===== config.mk =====
export PLATFORM = sky130hd
export DESIGN_NAME = io_byte_lane_steering
export DESIGN_NICKNAME = d
export VERILOG_FILES = /design/src/core/lane_steer_pkg.sv /design/src/core/io_byte_lane_steering.sv /design/src/core/dma_byte_path.sv
export VERILOG_INCLUDE_DIRS = /design/src /design/src/core
export SDC_FILE = /design/constraint.sdc
export NUM_CORES = 1
export LEC_CHECK = 0
export ABC_AREA = 0
export ABC_CLOCK_PERIOD_IN_PS = 2100
export BUFFER_PORTS_ARGS = -buffer_cell sky130_fd_sc_hd__buf_2
export CAP_MARGIN = 15
export CORE_MARGIN = 2
export CORE_UTILIZATION = 49
export CTS_CLUSTER_DIAMETER = 100
export DETAILED_ROUTE_END_ITERATION = 6
export PLACE_DENSITY = 0.78
export REMOVE_ABC_BUFFERS = 1
export SYNTH_ARGS = -nofsm -noshare
export SYNTH_HDL_FRONTEND = slang
export SYNTH_SLANG_ARGS = --single-unit

===== constraint.sdc =====
create_clock -name CLOCK_IN -period 2.1 [get_ports CLOCK_IN]
set_clock_uncertainty 0.1 [all_clocks]
set_input_delay 0.105 -clock CLOCK_IN [delete_from_list [all_inputs] [get_ports CLOCK_IN]]
set_output_delay 0.105 -clock CLOCK_IN [all_outputs]
set_load 0.1 [all_outputs]

===== src/core/lane_steer_map.svh =====
// Constants for the byte-lane steering block: widths, sizes and byte-order modes.
// Assumes inclusion by the package and the design files only.
`ifndef LANE_STEER_MAP_SVH
`define LANE_STEER_MAP_SVH
`define LANE_BYTES        4
`define WORD_BITS         32
`define HALF_BITS         16
`define SIZE_BYTE         2'h0
`define SIZE_HALF         2'h1
`define SIZE_WORD         2'h2
`define BUS_WIDTH_BYTE    2'h0
`define BUS_WIDTH_HALF    2'h1
`define BUS_WIDTH_WORD    2'h2
`define MODE_BIG_ENDIAN   1'h0
`define MODE_LITTLE_END   1'h1
`endif


===== src/core/lane_steer_pkg.sv =====
// Types shared by the byte-lane steering block.
// Assumes lane_steer_map.svh is on the include path.
`include "lane_steer_map.svh"
package lane_steer_pkg;
  // One load or store request from the processor path
  typedef struct packed {
    logic        store;
    logic        internal;
    logic [1:0]  size;
    logic [1:0]  width;
    logic [1:0]  addr_lo;
    logic [31:0] data;
  } pio_req_t;

  // One bus cycle as driven toward the expansion bus or controller regs
  typedef struct packed {
    logic        store;
    logic        internal;
    logic [3:0]  lanes;
    logic [1:0]  addr_lo;
    logic [31:0] data;
  } bus_cyc_t;

  typedef enum logic [1:0] {IDLE, FIRST, SECOND, DONE} pio_state_t;

  typedef struct packed {
    pio_state_t  state;
    logic        mode;
    logic        self_steer;
    pio_req_t    req;
    bus_cyc_t    cyc;
    logic        cyc_valid;
    logic [15:0] low_half;
    logic [31:0] rdata;
    logic        rdone;
  } pio_regs_t;

  typedef struct packed {
    logic [31:0] data;
    logic        valid;
  } dma_regs_t;
endpackage


===== src/core/io_byte_lane_steering.sv =====
// Byte-lane steering between processor load/store path, controller
// registers and the expansion bus, plus the DMA byte path.
// Assumes one 50 MHz clock; the bus side answers with a done pulse.
//
// Overview of operation
// Big-endian mode: one-word store keeps register byte 0 on target byte 0.
// Little-endian mode: leftmost register byte lands on target byte 3.
// With true-little-endian processor, little-endian routing equals big.
// Bytes move whole; bit order inside every byte is kept.
// Controller registers get the same lane steering as bus regs in every mode.
// Word access to halfword bus device (not controller regs) splits into two bus cycles.
// Slave DMA and bus-master DMA share one identical data path.
// DMA moves bytes as a plain stream, byte 0 first, no reordering.
// Little-endian mode assumes a little-endian target and steers so.
// Table-entry fetches use the same untranslated DMA byte path.
// Byte and halfword accesses follow the word mapping on their lanes.
`timescale 1ns/10ps
`include "lane_steer_map.svh"
module io_byte_lane_steering
  import lane_steer_pkg::*;
(
  input  wire logic        CLOCK_IN,
  input  wire logic        NRST_IN,
  input  wire logic        BYTE_ORDER_MODE_IN,
  input  wire logic        TRUE_LITTLE_ENDIAN_IMPL_IN,
  input  wire logic        REQ_VALID_IN,
  input  wire pio_req_t    REQ_IN,
  output logic             REQ_READY_OUT,
  output logic             RESP_VALID_OUT,
  output logic [31:0]      RESP_DATA_OUT,
  output logic             CYC_VALID_OUT,
  output bus_cyc_t         CYC_OUT,
  input  wire logic        CYC_DONE_IN,
  input  wire logic [31:0] CYC_RDATA_IN,
  input  wire logic        DMA_SLAVE_VALID_IN,
  input  wire logic        DMA_MASTER_VALID_IN,
  input  wire logic [31:0] DMA_DATA_IN,
  output logic             DMA_READY_OUT,
  output logic             DMA_VALID_OUT,
  output logic [31:0]      DMA_DATA_OUT,
  input  wire logic        DMA_READY_IN
);
  pio_regs_t r;
  pio_regs_t next_r;
  logic      mode_meta;
  logic      mode_sync;
  logic      self_steer_meta;
  logic      self_steer_sync;

  // Register word with its bytes reversed, for the lane checks below
  logic [31:0] req_rev;

  // Reverse byte order within a lane group; bits inside a byte kept
  function automatic logic [31:0] swap_bytes(input logic [31:0] d,
                                             input logic [1:0]  sz);
    case (sz)
      `SIZE_WORD: swap_bytes = {d[7:0], d[15:8], d[23:16], d[31:24]};
      `SIZE_HALF: swap_bytes = {16'h0000, d[7:0], d[15:8]};
      default:    swap_bytes = {24'h000000, d[7:0]};
    endcase
  endfunction

  // Register byte 0 reaches bus byte 0 by crossing the lanes, except in
  // little-endian mode without a self-steering processor, where the
  // target is taken as little-endian and lanes stay put
  function automatic logic need_swap(input logic mode,
                                     input logic self_steer);
    need_swap = !((mode == `MODE_LITTLE_END) &&
                  !self_steer);             // see
  endfunction

  // Lane enables of a request of the given size at the given address
  function automatic logic [3:0] lane_mask(input logic [1:0] sz,
                                           input logic [1:0] a);
    case (sz)
      `SIZE_WORD: lane_mask = 4'hF;
      `SIZE_HALF: lane_mask = a[1] ? 4'hC : 4'h3;
      default:    lane_mask = 4'(4'h1 << a);
    endcase
  endfunction

  // Move low-aligned byte or halfword data onto the lanes it addresses
  function automatic logic [31:0] to_lanes(input logic [31:0] d,
                                           input logic [1:0]  sz,
                                           input logic [1:0]  a);
    case (sz)
      `SIZE_WORD: to_lanes = d;
      `SIZE_HALF: to_lanes = a[1] ? {d[15:0], 16'h0000} :
                                    {16'h0000, d[15:0]};
      default:    to_lanes = {24'h000000, d[7:0]} << {a, 3'h0};
    endcase
  endfunction

  // Bring byte or halfword read data down from its lanes
  function automatic logic [31:0] from_lanes(input logic [31:0] d,
                                             input logic [1:0]  sz,
                                             input logic [1:0]  a);
    case (sz)
      `SIZE_WORD: from_lanes = d;
      `SIZE_HALF: from_lanes = {16'h0000, a[1] ? d[31:16] : d[15:0]};
      default:    from_lanes = {24'h000000, 8'(d >> {a, 3'h0})};
    endcase
  endfunction

  // Mode and implementation straps are pins: two flip-flops each
  always_ff @(posedge CLOCK_IN) begin
    if (!NRST_IN) begin
      mode_meta <= 1'b0;
      mode_sync <= 1'b0;
      self_steer_meta <= 1'b0;
      self_steer_sync <= 1'b0;
    end else begin
      mode_meta <= BYTE_ORDER_MODE_IN;
      mode_sync <= mode_meta;
      self_steer_meta <= TRUE_LITTLE_ENDIAN_IMPL_IN;
      self_steer_sync <= self_steer_meta;
    end
  end

  assign REQ_READY_OUT  = (r.state == IDLE);
  assign CYC_VALID_OUT  = r.cyc_valid;
  assign CYC_OUT        = r.cyc;
  assign RESP_VALID_OUT = r.rdone;
  assign RESP_DATA_OUT  = r.rdata;

  // Request sequencing, lane steering and bus sizing
  always_comb begin
    logic [31:0] sd;
    logic        sw;
    logic [1:0]  sz;
    logic [31:0] rd;
    sd = '0;
    sw = 1'b0;
    sz = r.req.size;
    rd = '0;
    next_r       = r;
    next_r.mode  = mode_sync;
    next_r.self_steer = self_steer_sync;
    next_r.rdone = 1'b0;
    sw = need_swap(r.mode, r.self_steer);   // one rule for all
    case (r.state)
      IDLE: begin
        if (REQ_VALID_IN) begin
          next_r.req   = REQ_IN;
          next_r.state = FIRST;
        end
      end
      FIRST: begin
        // Whole bytes swapped, never bits        see see see
        sd = sw ? swap_bytes(r.req.data, sz) : r.req.data;
        sd = to_lanes(sd, sz, r.req.addr_lo);
        next_r.cyc.store    = r.req.store;
        next_r.cyc.internal = r.req.internal;
        next_r.cyc.addr_lo  = r.req.addr_lo;
        next_r.cyc.lanes    = lane_mask(sz, r.req.addr_lo);
        next_r.cyc.data     = sd;
        if (sz == `SIZE_WORD && r.req.width == `BUS_WIDTH_HALF &&
            !r.req.internal) begin
          // First half of a split word        see
          next_r.cyc.lanes = 4'h3;
          next_r.cyc.data  = {16'h0000, sd[15:0]};
          next_r.low_half  = sd[31:16];
        end
        next_r.cyc_valid = 1'b1;
        next_r.state     = SECOND;
      end
      SECOND: begin
        if (CYC_DONE_IN) begin
          next_r.cyc_valid = 1'b0;
          if (next_r.cyc.lanes == 4'h3 && sz == `SIZE_WORD &&
              r.req.width == `BUS_WIDTH_HALF && !r.req.internal &&
              r.cyc.addr_lo == r.req.addr_lo) begin
            // Second half on the next address       see
            next_r.rdata[15:0] = CYC_RDATA_IN[15:0];
            next_r.cyc.addr_lo = r.req.addr_lo + 2'h2;
            next_r.cyc.data    = {16'h0000, r.low_half};
            next_r.cyc_valid   = 1'b1;
          end else begin
            rd = (sz == `SIZE_WORD && r.req.width == `BUS_WIDTH_HALF &&
                  !r.req.internal) ?
                 {CYC_RDATA_IN[15:0], r.rdata[15:0]} : CYC_RDATA_IN;
            rd = from_lanes(rd, sz, r.req.addr_lo);
            next_r.rdata = sw ? swap_bytes(rd, sz) : rd;
            next_r.state = DONE;
          end
        end
      end
      DONE: begin
        next_r.rdone = !r.req.store;
        next_r.state = IDLE;
      end
      default: next_r.state = IDLE;
    endcase
  end

  always_ff @(posedge CLOCK_IN) begin
    if (!NRST_IN)
      r <= '0;
    else
      r <= next_r;
  end

  // Both DMA kinds merged onto one untouched path         see
  dma_byte_path u_dma (
    .clk_in        (CLOCK_IN),
    .nrst_in       (NRST_IN),
    .in_valid_in   (DMA_SLAVE_VALID_IN || DMA_MASTER_VALID_IN),
    .in_data_in    (DMA_DATA_IN),
    .in_ready_out  (DMA_READY_OUT),
    .out_valid_out (DMA_VALID_OUT),
    .out_data_out  (DMA_DATA_OUT),
    .out_ready_in  (DMA_READY_IN)
  );

  // Byte 0 of the register is [31:24]; bus byte n is data[8n+7:8n]
  assign req_rev = {r.req.data[7:0], r.req.data[15:8],
                    r.req.data[23:16], r.req.data[31:24]};

  be_word_a: assert property (
    @(posedge CLOCK_IN) disable iff (!NRST_IN)
    r.state == FIRST && r.mode == `MODE_BIG_ENDIAN &&
    r.req.size == `SIZE_WORD && r.req.width == `BUS_WIDTH_WORD
    |=> CYC_OUT.data == $past(req_rev))
    else $error("big-endian word lanes moved");
  little_word_a: assert property (
    @(posedge CLOCK_IN) disable iff (!NRST_IN)
    r.state == FIRST && r.mode == `MODE_LITTLE_END && !r.self_steer &&
    r.req.size == `SIZE_WORD && r.req.width == `BUS_WIDTH_WORD
    |=> CYC_OUT.data[31:24] == $past(r.req.data[31:24]))
    else $error("leftmost byte not on lane 3");
  self_steer_same_a: assert property (
    @(posedge CLOCK_IN) disable iff (!NRST_IN)
    r.state == FIRST && r.self_steer && r.req.size == `SIZE_WORD &&
    r.req.width == `BUS_WIDTH_WORD
    |=> CYC_OUT.data == $past(req_rev))
    else $error("self-steering routing differs from big-endian");
  split_word_a: assert property (
    @(posedge CLOCK_IN) disable iff (!NRST_IN)
    r.state == FIRST && r.req.size == `SIZE_WORD &&
    r.req.width == `BUS_WIDTH_HALF && !r.req.internal
    |=> CYC_VALID_OUT && CYC_OUT.lanes == 4'h3)
    else $error("word to halfword not split");
  byte_lane_a: assert property (
    @(posedge CLOCK_IN) disable iff (!NRST_IN)
    r.state == FIRST && r.req.size == `SIZE_BYTE
    |=> CYC_OUT.lanes == 4'(4'h1 << $past(r.req.addr_lo)))
    else $error("byte lane wrong");
  c_little_store: cover property (@(posedge CLOCK_IN)
    r.state == FIRST && r.mode == `MODE_LITTLE_END && r.req.store);
  c_split: cover property (@(posedge CLOCK_IN)
    r.state == SECOND && CYC_DONE_IN && r.cyc.addr_lo != r.req.addr_lo);
  c_load: cover property (@(posedge CLOCK_IN) RESP_VALID_OUT);
  c_dma: cover property (@(posedge CLOCK_IN)
    DMA_VALID_OUT && !DMA_READY_IN);
endmodule


===== src/core/dma_byte_path.sv =====
// DMA byte path: moves memory words to and from the bus unchanged.
// Assumes one clock; both sides use valid/ready on the same clock.
`timescale 1ns/10ps
module dma_byte_path
  import lane_steer_pkg::*;
(
  input  wire logic        clk_in,
  input  wire logic        nrst_in,
  input  wire logic        in_valid_in,
  input  wire logic [31:0] in_data_in,
  output logic             in_ready_out,
  output logic             out_valid_out,
  output logic [31:0]      out_data_out,
  input  wire logic        out_ready_in
);
  dma_regs_t r;
  dma_regs_t next_r;

  assign in_ready_out  = !r.valid || out_ready_in;
  assign out_valid_out = r.valid;
  assign out_data_out  = r.data;

  // One stage; byte 0 stays byte 0, no swap for any mode or table fetch
  always_comb begin
    next_r = r;
    if (out_ready_in)
      next_r.valid = 1'b0;
    if (in_valid_in && in_ready_out) begin
      next_r.valid = 1'b1;
      next_r.data  = in_data_in;            // see
    end
  end

  always_ff @(posedge clk_in) begin
    if (!nrst_in)
      r <= '0;
    else
      r <= next_r;
  end

  data_unchanged_a: assert property (
    @(posedge clk_in) disable iff (!nrst_in)
    in_valid_in && in_ready_out |=> out_valid_out &&
    out_data_out == $past(in_data_in))
    else $error("dma byte order changed");
  hold_stall_a: assert property (
    @(posedge clk_in) disable iff (!nrst_in)
    out_valid_out && !out_ready_in |=> out_valid_out &&
    $stable(out_data_out))
    else $error("dma data dropped under stall");
endmodule


==> results.ini <==
[sta]
fin_hold_ws_ns=0.00917
slew_headroom_pct=54.7
worstMarginPinSlew_ns=0.680
period_share_pct=104
maxSlewViolCount=0
fin_crit_ns=2.19
rsz0062_at_grt=yes
setup_viol=34
hold_viol=0
fmax_mhz=456
setup_slack_ns=-0.0942

[placement]
routabilityCongestion=0.979
dp_slack_ns=-0.354
io_buffers=221
dpl-instance-area_um2=11300
placedCellCount=1693
dpl.hpwl_um=24100

[critical_path]
r2r_start=r[128]$_SDFFE_PN0P_
worstPathArrival_ns=2.41
max_stage_delay_ns=0.45
r2r_cells=8
crit_slowest_cell=or3b_1
r2r-end=RESP_DATA_OUT[4]$_SDFFE_PN0P_
required_ns=2.32
cp_cell_sequence=or3b_1, buf_6, a2111oi_4, buf_4, buf_12, a211oi_2, nor4_2, o31ai_1
start_kind=flop
endpoint_kind=flop
reg2reg_slack_ns=-0.09
path_class=reg2reg
critPathMaxFanout=10

[die]
die-area_um2=20400
ios=222
rows=50
core_area_um2=18800
die_x_um=143
start_util_pct=50.3
die_h_um=143

[global_route]
grt_usage_pct=35.6
gr-total-overflow=0
antenna_found_initial=0
grt_pass1_wl_um=57100
grt_max_degree=82
grt_pass1_vias=10700

[status]
status=finished with violations
violations=negative setup slack

[synth]
syn_avg_cell_area_um2=7.64
synthCells=1239
synthFlopType=dfxtp_1
synthDistinctLibCells=68
synth-seq-cells=171
ys_warn_count=0
synth_area_um2=9460
synth-edff-count=0
ys_async_sr_fraction_pct=0
synth-seq-area-share_pct=36.2

[detailed_routing]
drt-initial-drc-count=1344
drc=0
antenna_left=0
num_vias=11500
vias_per_cell=6.20
routed_wl_um=39300
drt_first_pass_iters=7
wl_per_cell_um=21.1

[cells_and_area]
post-route-cell-area_um2=14200
nNetsFinal=1708
layout_common_cells=239 x nand2_1, 222 x buf_2, 167 x dfxtp_1
instances_no_fill=1862
layout-drive-gt1-share_pct=38.1
area_growth_pct=49.9
n_antenna_cell=0
final_common_cell=nand2_1

[min_path]
holdPathEnd=RESP_DATA_OUT[8]$_SDFFE_PN0P_
worstHoldStart=CYC_RDATA_IN[16]
min_path_cells=4
worstHoldPathType=in2reg

[clock_tree]
cts_tree=built
cts_buffers=17
cts-root-buf=clkbuf_16
clock_sinks=171
clk_latency_ns=0.44
h-tree-depth=4
max-clock-path-buffers=2
cts.clk_slew.worst_paths_ns=0.08

[flow_run]
max_cap_viol_count=0

[pwr]
max-vdd-ir-drop_mv=0.832
p_per_area_nw_per_um2=1040
p_leak_nw=5.90

-- registers in the layout, indices dropped and copies added (netlist names), 32 cells and up --
register            count
CYC_OUT                40
RESP_DATA_OUT          32
r                      60
u_dma.out_data_out     32
-- synthesized netlist by cell type, drive strengths merged (9+ instances only) --
cell    instances  area [um2]
nand2         241         905
dfxtp         171        3420
a21oi         160         801
buf           103         696
clkbuf         72         270
o21ai          58         302
nor2           57         214
nand3          41         205
mux2i          34         340
a221oi         29         254
a211oi         27         203
o221ai         22         193
a31oi          20         125
inv            16        60.1
nor3           16        85.1
o211ai         15         113
and2           13        81.3
nand2b         10        62.6
and3            9        56.3
o31ai           9        72.6
-- cell type report --
class | count | area (um2)
clock buffer | 18 | 439
clock inverter | 14 | 148
fill | 1306 | 4640
inverter | 16 | 67.6
multi-input combinational | 878 | 5900
sequential | 171 | 3430
tap | 260 | 325
timing repair buffer | 505 | 3880
-- metal layers --
layer	global-route usage [%]	wire length, um	vias up
li1	-	-	5094
met1	47.2	15200	5372
met2	55.1	18000	893
met3	8.99	4490	187
met4	15.4	1650	0
met5	0	0	-
-- cell families after synthesis --
group / share of synthesized area, %
compound gates: 27.2
xor+xnor: 0.278
fa+ha+maj: 0.793
buf+inv: 10.8
flops: 36.2
mux: 4.31
simple gates: 20.4
-- metrics by stage --
| step | util (%) | total power [mW] | TNS (ns) |
|---|---|---|---|
| after floorplan | - | 8.09 | -295.80 |
| after global placement | 59.9 | 10.2 | -10.39 |
| after detailed placement | 59.9 | 10.3 | -14.06 |
| after CTS | 70.4 | 13.8 | -0.500 |
| after global routing | 75.4 | 15.3 | -4.08 |
| final | 75.4 | 14.8 | -1.38 |
-- worst max path at each step --
stage	start	to	depth (start not counted)
final	r[128]$_SDFFE_PN0P_	RESP_DATA_OUT[4]$_SDFFE_PN0P_	8
after global routing	r[126]$_SDFFE_PN0P_	RESP_DATA_OUT[4]$_SDFFE_PN0P_	11
after CTS	r[126]$_SDFFE_PN0P_	RESP_DATA_OUT[0]$_SDFFE_PN0P_	11
after detailed placement	r[126]$_SDFFE_PN0P_	CYC_OUT[3]$_SDFFE_PN0P_	8
after global placement	r[126]$_SDFFE_PN0P_	RESP_DATA_OUT[4]$_SDFFE_PN0P_	10
after floorplan	r[126]$_SDFFE_PN0P_	RESP_DATA_OUT[26]$_SDFFE_PN0P_	7
-- critical path, delay by kind of cell (launching register included) --
family | cells | cell delay, ns
compound gates | 3 | 0.49
buf+inv | 3 | 0.49
flops | 1 | 0.35
simple gates | 2 | 0.63
-- power breakdown --
| part | internal [mW] | total, mW | switching [mW] | leakage, nW |
|---|---|---|---|---|
| clock | 1.62 | 3.16 | 1.55 | 0.286 |
| combinational | 2.45 | 7.51 | 5.06 | 4.22 |
| sequential | 3.70 | 4.11 | 0.412 | 1.40 |
| total | 7.77 | 14.8 | 7.02 | 5.90 |
-- repair_timing --
item	CTS	global route
setup buffers	18	17
pin swaps	19	59
endpoints found under the hold margin	89	0
gates cloned	1	5
hold buffers	98	0
endpoints found under the setup margin	78	77
gates resized for setup	74	170
Power figures use the tool's default switching activity.
